[src/sbh_consts.svh]
// Purpose: Constants for the strap-selected bus hold pin block
// Assumes: Included by bare name from src/
// Notes:   Pin idle levels are the electrical levels seen on the board
`ifndef SBH_CONSTS_SVH
`define SBH_CONSTS_SVH

// ----------------------------------------------------------------------------
// Strap levels, pin levels and GPIO direction reset and width
// ----------------------------------------------------------------------------
`define SBH_STRAP_GPIO      1'h0
`define SBH_STRAP_MEMORY    1'h1
`define SBH_PIN_IDLE        1'h1
`define SBH_PIN_ACTIVE      1'h0
`define SBH_GPIO_DIR_RESET  3'h0
`define SBH_GPIO_BITS       3

`endif

[src/sbh_pkg.sv]
// Purpose: Types shared by the strap-selected bus hold pin block
// Assumes: Nothing beyond the constants header
// Notes:   State of each module is one packed struct
package sbh_pkg;

  // --------------------------------------------------------------------------
  // Enumerations
  // --------------------------------------------------------------------------
  typedef enum logic {
    SBH_FN_GPIO,
    SBH_FN_MEMORY
  } sbh_fn_t;

  typedef enum logic {
    SBH_OWN,
    SBH_HOLD
  } sbh_hold_state_t;

  // --------------------------------------------------------------------------
  // Module state
  // --------------------------------------------------------------------------
  typedef struct packed {
    sbh_hold_state_t state;
  } sbh_hold_regs_t;

  typedef struct packed {
    logic       locked;
    sbh_fn_t    fn;
    logic [2:0] gpio_dir;
    logic [2:0] gpio_in;
    logic [2:0] pin_out;
    logic [2:0] pin_oe;
    logic       bus_oe;
    logic       mem_clk;
  } sbh_mux_regs_t;

endpackage : sbh_pkg

[src/sbh_hold_if.sv]
// Purpose: Carries the hold handshake between pin mux and hold controller
// Assumes: Single clock domain
// Notes:   in_hold is a flop output of the controller
`timescale 1ns/100ps
interface sbh_hold_if;
  logic enable;
  logic hold_req;
  logic bus_idle;
  logic in_hold;

  modport ctrl (input enable, input hold_req, input bus_idle, output in_hold);
  modport mux  (output enable, output hold_req, output bus_idle, input in_hold);
endinterface : sbh_hold_if

[src/sbh_hold_ctrl.sv]
// Purpose: Bus hold state machine for the memory interface
// Assumes: Hold request already decoded to active high and synchronous
// Notes:   Hold is entered only between accesses so a cycle is never cut
`timescale 1ns/100ps
module sbh_hold_ctrl (
  input  wire logic  i_clk,
  input  wire logic  i_resetn,
  sbh_hold_if.ctrl   hold
);
  import sbh_pkg::*;

  sbh_hold_regs_t r;
  sbh_hold_regs_t next_r;

  // --------------------------------------------------------------------------
  // Next state
  // --------------------------------------------------------------------------
  always_comb begin
    next_r = r;
    unique case (r.state)
      SBH_OWN: begin
        if (hold.enable && hold.hold_req && hold.bus_idle) begin
          next_r.state = SBH_HOLD;
        end
      end
      SBH_HOLD: begin
        // Release once the host drops its request, or the pins leave memory-interface use
        if (!hold.hold_req || !hold.enable) begin
          next_r.state = SBH_OWN;
        end
      end
    endcase
  end

  always_ff @(posedge i_clk or negedge i_resetn) begin
    if (!i_resetn) begin
      r.state <= SBH_OWN;
    end else begin
      r <= next_r;
    end
  end

  assign hold.in_hold = (r.state == SBH_HOLD);
endmodule : sbh_hold_ctrl

[src/sbh_pin_mux.sv]
// Purpose: Strap-selected pin mux for three parallel port pins and the
//          memory interface clock source
// Assumes: All pin inputs synchronous to i_clk; strap steady around release
// Notes:   Pin a carries sync output enable for space 3, pin b the bus hold
//          request, pin c the bus hold acknowledge when the strap is high
//
// Overview of operation
// - Strap low during reset picks GPIO, strap high picks memory-interface controls.
// - Pin function is frozen when reset is released.
// - In GPIO use every parallel bit leaves reset as an input.
// - Space 3 output enable is undriven in reset, then driven high.
// - Space 3 output enable is the synchronous memory read strobe for a FIFO.
// - Hold acknowledge is undriven in reset, then driven high.
// - Hold acknowledge only in hold state; memory bus outputs then released.
// - Clock select high routes the external memory clock to the interface.
// - Clock select low routes the internal system clock to the interface.
`timescale 1ns/100ps
`include "sbh_consts.svh"
module sbh_pin_mux #(
  parameter int unsigned GPIO_BITS = `SBH_GPIO_BITS
) (
  input  wire logic                 i_clk,
  input  wire logic                 i_resetn,
  input  wire logic                 i_function_strap_pin,
  input  wire logic                 i_parallel_io_bit_a,
  output logic                      o_parallel_io_bit_a,
  output logic                      o_parallel_io_bit_a_oe,
  input  wire logic                 i_parallel_io_bit_b,
  output logic                      o_parallel_io_bit_b,
  output logic                      o_parallel_io_bit_b_oe,
  input  wire logic                 i_parallel_io_bit_c,
  output logic                      o_parallel_io_bit_c,
  output logic                      o_parallel_io_bit_c_oe,
  input  wire logic                 i_gpio_dir_we,
  input  wire logic [GPIO_BITS-1:0] i_gpio_dir,
  input  wire logic [GPIO_BITS-1:0] i_gpio_out,
  output logic [GPIO_BITS-1:0]      o_gpio_in,
  output sbh_pkg::sbh_fn_t          o_pin_function,
  output logic                      o_function_locked,
  input  wire logic                 i_chip_enable_space3_read,
  input  wire logic                 i_memory_bus_idle,
  output logic                      o_memory_bus_oe,
  input  wire logic                 i_memory_clock_source_select,
  input  wire logic                 i_external_memory_clock_in,
  input  wire logic                 i_internal_system_clock,
  output logic                      o_memory_clock
);
  import sbh_pkg::*;

  sbh_mux_regs_t r;
  sbh_mux_regs_t next_r;
  logic [2:0]    pin_in;
  logic          mem_mode;

  // --------------------------------------------------------------------------
  // Hold controller
  // --------------------------------------------------------------------------
  sbh_hold_if hold ();

  assign mem_mode      = r.locked && (r.fn == SBH_FN_MEMORY);
  assign hold.enable   = mem_mode;
  // Hold request pin is active low; a GPIO strap never lets it through
  assign hold.hold_req = mem_mode && (i_parallel_io_bit_b == `SBH_PIN_ACTIVE);
  // Acknowledge and bus release are registered, so they follow the grant by one cycle
  assign hold.bus_idle = i_memory_bus_idle;

  sbh_hold_ctrl u_hold (
    .i_clk    (i_clk),
    .i_resetn (i_resetn),
    .hold     (hold.ctrl)
  );

  // Bit order a, b, c matches the gpio vectors
  assign pin_in = {i_parallel_io_bit_c, i_parallel_io_bit_b, i_parallel_io_bit_a};

  // --------------------------------------------------------------------------
  // Next state
  // --------------------------------------------------------------------------
  always_comb begin
    next_r = r;
    // Strap is caught on the first edge after release; the strap must be held
    // through that edge, a limitation accepted to keep async reset constant
    if (!r.locked) begin
      next_r.locked = 1'h1;
      next_r.fn     = (i_function_strap_pin == `SBH_STRAP_MEMORY) ? SBH_FN_MEMORY : SBH_FN_GPIO;
    end
    if (r.locked && i_gpio_dir_we) begin
      next_r.gpio_dir = i_gpio_dir[2:0];
    end
    next_r.gpio_in = pin_in;
    if (!r.locked) begin
      next_r.pin_oe  = 3'h0;
      next_r.pin_out = {3{`SBH_PIN_IDLE}};
      next_r.bus_oe  = 1'h0;
    end else if (r.fn == SBH_FN_MEMORY) begin
      next_r.pin_out[0] = i_chip_enable_space3_read ? `SBH_PIN_ACTIVE : `SBH_PIN_IDLE;
      next_r.pin_oe[0]  = 1'h1;
      // Pin b stays an input here: it carries the host's hold request
      next_r.pin_out[1] = `SBH_PIN_IDLE;
      next_r.pin_oe[1]  = 1'h0;
      next_r.pin_out[2] = hold.in_hold ? `SBH_PIN_ACTIVE : `SBH_PIN_IDLE;
      next_r.pin_oe[2]  = 1'h1;
      next_r.bus_oe     = !hold.in_hold;
    end else begin
      // Enables come from the direction register, so a fresh write shows one cycle later
      next_r.pin_out = i_gpio_out[2:0];
      next_r.pin_oe  = r.gpio_dir;
      next_r.bus_oe  = 1'h1;
    end
    // Clock levels are resampled, so the routed clock is at most half i_clk
    next_r.mem_clk = i_memory_clock_source_select ? i_external_memory_clock_in
                                                  : i_internal_system_clock;
  end

  // --------------------------------------------------------------------------
  // State register
  // --------------------------------------------------------------------------
  always_ff @(posedge i_clk or negedge i_resetn) begin
    if (!i_resetn) begin
      r.locked   <= 1'h0;
      r.fn       <= SBH_FN_GPIO;
      r.gpio_dir <= `SBH_GPIO_DIR_RESET;
      r.gpio_in  <= 3'h0;
      r.pin_out  <= {3{`SBH_PIN_IDLE}};
      r.pin_oe   <= 3'h0;
      r.bus_oe   <= 1'h0;
      r.mem_clk  <= 1'h0;
    end else begin
      r <= next_r;
    end
  end

  // --------------------------------------------------------------------------
  // Outputs
  // --------------------------------------------------------------------------
  assign o_parallel_io_bit_a    = r.pin_out[0];
  assign o_parallel_io_bit_a_oe = r.pin_oe[0];
  assign o_parallel_io_bit_b    = r.pin_out[1];
  assign o_parallel_io_bit_b_oe = r.pin_oe[1];
  assign o_parallel_io_bit_c    = r.pin_out[2];
  assign o_parallel_io_bit_c_oe = r.pin_oe[2];
  assign o_gpio_in              = r.gpio_in;
  assign o_pin_function         = r.fn;
  assign o_function_locked      = r.locked;
  assign o_memory_bus_oe        = r.bus_oe;
  assign o_memory_clock         = r.mem_clk;
endmodule : sbh_pin_mux

[config.mk]
export PLATFORM = sky130hd
export DESIGN_NAME = sbh_pin_mux
export DESIGN_NICKNAME = d
export VERILOG_FILES = /design/src/sbh_pkg.sv /design/src/sbh_hold_if.sv /design/src/sbh_hold_ctrl.sv /design/src/sbh_pin_mux.sv
export VERILOG_INCLUDE_DIRS = /design/src /design/src/src
export SDC_FILE = /design/constraint.sdc
export NUM_CORES = 1
export LEC_CHECK = 0
export ABC_AREA = 1
export BUFFER_PORTS_ARGS = -buffer_cell sky130_fd_sc_hd__buf_4
export CAP_MARGIN = 20
export CORE_MARGIN = 3
export CORE_UTILIZATION = 38
export DETAILED_ROUTE_END_ITERATION = 8
export PLACE_DENSITY = 0.75
export SYNTH_ARGS = -nofsm -noshare
export SYNTH_HDL_FRONTEND = slang
export SYNTH_HIERARCHICAL = 1
export SYNTH_SLANG_ARGS = --single-unit
[constraint.sdc]
create_clock -name i_clk -period 0.8 [get_ports i_clk]
set_input_delay 0.04 -clock i_clk [delete_from_list [all_inputs] [get_ports i_clk]]
set_output_delay 0.04 -clock i_clk [all_outputs]
set_load 0.05 [all_outputs]
# After elaboration in Yosys (flattened, before gate mapping)
# Index checks and enable logic that the tools add are counted.
totals:
  register_bits: 17
op_classes:
  n_mux: 9
  bitwise: 2
  n_reduce_logical: 9
ops:
  columns: ["cell", "count"]
  rows:
  - ["7-bit 2-to-1 mux", 2]
  - ["1-bit 2-to-1 mux", 6]
  - ["1-bit logical AND", 5]
  - ["1-bit zero test", 3]
  - ["1-bit NOT", 2]
  - ["1-bit case mux with 2 select lines", 1]
  - ["1-bit logical OR", 1]

# Depth between registers and ports, before layout
depth:
  depth_word: 6
  ltp_mapped: 5
  depth_no_buf: 4

# Modules after synthesis
# Netlist, hierarchy kept.
by_module_without_submodules:
  columns: ["mod", "cells_per_inst", "n_inst", "area_each_um2"]
  rows:
  - ["sbh_pin_mux", 58, 1, 595.6]
  - ["sbh_hold_ctrl", 4, 1, 36.3]

# Worst setup path before layout
# OpenSTA, ideal clock, no wires.
synth_path:
  kind: "reg2reg"
  from: "reg r (netlist bit o_function_locked)"
  to: "reg u_hold.r, in the netlist u_hold/hold.in_hold"
  n_path_buf: 1
  period_less_slack_ns: 1.242
  path_slack_ns: -0.442
  required_time_ns: 0.729
  arrival_ns: 1.170
  stages_incl_launch_ff: 6
  setup_time_ns: 0.071
  cell_sequence: "dfrtp_1 -> buf_4 -> nand2_4 -> nor2_2 -> nand2_1 -> nor2_1"
synth_between:
  elab_chain_cells: 6
  elab_cells_between_ends: 10
synth_rtl:
  columns: ["element", "line", "source"]
  rows:
  - ["start: declaration", "sbh_pin_mux.sv:50", "sbh_mux_regs_t r;"]
  - ["start signal: assignment", "sbh_pin_mux.sv:129", "r <= next_r;"]
  - ["1-bit logical AND (*)", "sbh_pin_mux.sv:60", "assign mem_mode = r.locked && (r.fn == SBH_FN_MEMORY);"]
  - ["1-bit logical AND (*)", "sbh_pin_mux.sv:63", "assign hold.hold_req = mem_mode && (i_parallel_io_bit_b == `SBH_PIN_ACTIVE);"]
  - ["net hold.hold_req", "sbh_hold_if.sv:7", "logic hold_req;"]
  - ["1-bit zero test or 1-bit logical AND (tied branches)", "sbh_hold_ctrl.sv:28, sbh_hold_ctrl.sv:22", null]
  - ["1-bit logical OR or 1-bit logical AND (tied branches)", "sbh_hold_ctrl.sv:28, sbh_hold_ctrl.sv:22", null]
  - ["1-bit 2-to-1 mux, on equally long branches", "sbh_hold_ctrl.sv:28, sbh_hold_ctrl.sv:22", null]
  - ["1-bit case mux with 2 select lines (*)", "sbh_hold_ctrl.sv:20", "unique case (r.state)"]
  - ["net u_hold.next_r", "sbh_hold_ctrl.sv:13", "sbh_hold_regs_t next_r;"]
  - ["end signal: assignment", "sbh_hold_ctrl.sv:39", "r <= next_r;"]
  - ["end: declaration", "sbh_hold_ctrl.sv:12", "sbh_hold_regs_t r;"]
# Mark *: on every way through the listed nets, which the timed path passes. The rest lies on a longest branch.
# A chain may end at the register's enable or synchronous reset.

# Worst setup path after layout
layout_path:
  from: "reg r (netlist bit o_parallel_io_bit_c)"
  to: "out o_parallel_io_bit_c"
layout_lines:
  columns: ["element", "line", "source"]
  rows:
  - ["end: declaration", "sbh_pin_mux.sv:32", "output logic o_parallel_io_bit_c,"]
# No word-level cell between the ends.

==> run_results.csv <==
group,metric,value,unit
drt,routedWlPerCell,13.4,µm
finish,synthToLayoutAreaGrowth,94.5,%
pwr,p_leak,0.602,nW
pwr,cellPowerDensity,1660,nW/µm²
finish,multiInputGateArea,223,µm²
worst_setup_path,r2r_end,"u_hold/hold.in_hold",
worst_setup_path,cpMaxStageDelayCell,"dfstp_2",
worst_setup_path,path_class,"register to output port",
clock_tree,cts_sinks,17,
worst_setup_path,crit_arrival,0.97,ns
finish,regArea,432,µm²
clock_tree,clock_latency,0.28,ns
floorplanning,die_w,46.8,µm
drt,vias,585,
clock_tree,cts_buffer_depth,2,
floorplanning,start_util,41.0,%
floorplanning,die-area,2190,µm²
timing,hold_viol,0,
drt,wl,1720,µm
grt,grt_util_all_layers,16.1,%
timing,finalCritPeriodShare,126,%
timing,finalClockSkew,0.00403,ns
logic_synthesis,yosysWarningCount,6,
clock_tree,path_clk_slew,0.09,ns
clock_tree,tritoncts,"yes",
worst_setup_path,path_cells,"buf_8",
logic_synthesis,syn_area,632,µm²
worst_setup_path,cp_top_family,"flip-flops",
timing,setup-violations-final,24,
worst_setup_path,r2r_slack,-0.11,ns
finish,nNetsFinal,131,
pwr,peakVddDrop,0.00132,V
floorplanning,die_h,46.8,µm
finish,nFillCells,93,
floorplanning,core_area,1540,µm²
place,dpl.hpwl,896,µm
finish,final_util,79.7,%
logic_synthesis,yosys-top-cells-area,"dfrtp_1 55%, dfstp_2 12%, nand2_1 12%",
worst_setup_path,end_kind,"output port",
drt,drc,0,
logic_synthesis,dominantRegCellSynth,"dfrtp_1",
worst_setup_path,worstPathRequired,0.76,ns
timing,grt_setup_unrepaired,"yes",
clock_tree,cts_root_buf,"clkbuf_4",
drt,routed-wl-met3,94,µm
logic_synthesis,avgSynthCellArea,10.2,µm²
worst_setup_path,crit_fanout,1,
worst_setup_path,startpoint,"o_parallel_io_bit_c",
timing,drv_slew,0,
drt,met2_length,1080,µm
run_status,outcome,"finished with violations",
worst_setup_path,start_kind,"register",
place,place.gp.congestion,0.767,
clock_tree,cts_max_level,1,
logic_synthesis,synth_common_cells,"21 x nand2_1, 14 x dfrtp_1, 5 x nand3_1",
finish,final_area,1230,µm²
logic_synthesis,synth_top_area_share,55.4,%
worst_setup_path,path_buf_inv,1,
clock_tree,cts_made_buffers,3,
timing,fin_tns_setup,-1.82,ns
timing,max_freq,992,MHz
run,max_cap_violations,0,
logic_synthesis,syn-num-nets,80,
logic_synthesis,seq_area_frac_synth,67.9,%
drt,met1_length,534,µm
floorplanning,fp-row-count,14,
worst_setup_path,slowest_delay,0.54,ns
logic_synthesis,syn-instance-count,62,
drt,routed_via_density,4.57,
logic_synthesis,synthArstFlopShare,100,%
grt,antenna_found_initial,0,
finish,antennaDiodeCount,0,
drt,ant_nets,0,
worst_setup_path,path_depth,1,
logic_synthesis,yosysUniqueCellTypes,13,
grt,grt_max_degree,18,
grt,grt_pass1_wl,2350,µm
worst_setup_path,r2r-start,"o_pin_function",
grt,gr-total-overflow,0,
worst_setup_path,r2r_cells,5,
place,placed_cell_area,857,µm²
drt,drt_iter0_markers,3,
grt,grt_pass1_vias,565,
logic_synthesis,yosysTopAreaCell,"dfrtp_1",
run_status,violations,"negative setup slack",
worst_setup_path,cp-endpoint,"o_parallel_io_bit_c",
timing,finalWorstSetupSlack,-0.208,ns
drt,route.top_layer_used,"met4",
logic_synthesis,yosysMostFrequentCell,"nand2_1",
timing,finalCriticalPeriod,1.01,ns
logic_synthesis,synth-edff-count,0,
finish,drive_gt1_share,56.3,%
place,io_buffer_count,30,
logic_synthesis,synth_seq_cells,17,
floorplanning,ioPinCount,31,
drt,drtPass1Iterations,3,
worst_hold_path,hold_path.class,"input port to register",
timing,whs,0.0334,ns
[repair_timing]
action | in CTS | in global routing
setup buffers | 2 | 0
cloned | 0 | 1
endpoints found under the setup margin | 17 | 24
hold endpoints to repair | 29 | 0
hold buffers | 16 | 0
gates resized for setup | 19 | 28
pin swaps | 1 | 8
[state kept, by name (all words and copies together) (netlist names)]
register,count
o_parallel_io_bit_c_oe,1
o_parallel_io_bit_b,1
o_pin_function,1
o_parallel_io_bit_b_oe,1
o_parallel_io_bit_a,1
o_function_locked,1
o_parallel_io_bit_a_oe,1
u_hold/hold.in_hold,1
o_gpio_in,3
o_memory_clock,1
r,3
o_memory_bus_oe,1
o_parallel_io_bit_c,1
[per-layer routing]
metal	track usage (%)	vias up
li1	-	285
met1	13.8	278
met2	31.2	20
met3	6.13	2
met4	8.29	0
met5	0	-
[layout by cell type (no fill, tap or decap), drive strengths merged]
| cell | instances |
|---|---|
| buf | 34 |
| nand2 | 22 |
| dlygate4sd3 | 16 |
| dfrtp | 14 |
| inv | 6 |
| nand3 | 5 |
| nor2 | 5 |
| clkbuf | 4 |
| dfstp | 3 |
| a21oi | 1 |
| o21ai | 1 |
| conb | 1 |
[metrics by stage]
stage                     total power, mW  worst slack (ns)  std cells
final                                2.04            -0.208        128
after floorplan                      1.24            -0.240         62
after global routing                 2.14            -0.245        128
after global placement               1.40          -0.00383        105
after detailed placement             1.41           -0.0332        105
after CTS                            2.00            -0.227        127
[worst reg2reg max path, cell delays in order, from the launching register on]
cell and delay, ns:
dfrtp_2 0.44, buf_8 0.16, nand2_8 0.09, inv_2 0.04, nand2_2 0.05, nor2_1 0.03
[worst min path at each step]
stage | start | to | cells after the start
after global placement | i_resetn | o_memory_clock | 1
after CTS | i_gpio_dir_we | r[13] | 3
after global routing | i_gpio_dir_we | r[11] | 3
final | i_gpio_dir_we | r[11] | 3
after floorplan | i_resetn | o_function_locked | 0
after detailed placement | i_resetn | o_memory_clock | 1
[power breakdown]
group          internal (mW)  total [mW]  switching (mW)
sequential             0.935       0.977          0.0425
clock                  0.194       0.441           0.247
combinational          0.284       0.624           0.341
total                   1.41        2.04           0.631
[cell type report]
| class | instances | share of cell area, % |
|---|---|---|
| timing repair buffer | 50 | 40.5 |
| sequential | 17 | 35.1 |
| multi-input combinational | 35 | 18.1 |
| inverter | 6 | 2.44 |
| clock buffer | 4 | 2.14 |
| tap | 16 | 1.63 |
[kinds of logic after synthesis]
logic type	after synthesis	synth area share (%)
and+or+nand+nor	32	21.6
DFF	17	67.9
buffers and inverters	10	8.32
AOI/OAI and AO/OA	2	1.58
other	1	0.593
Power figures use the tool's default switching activity.
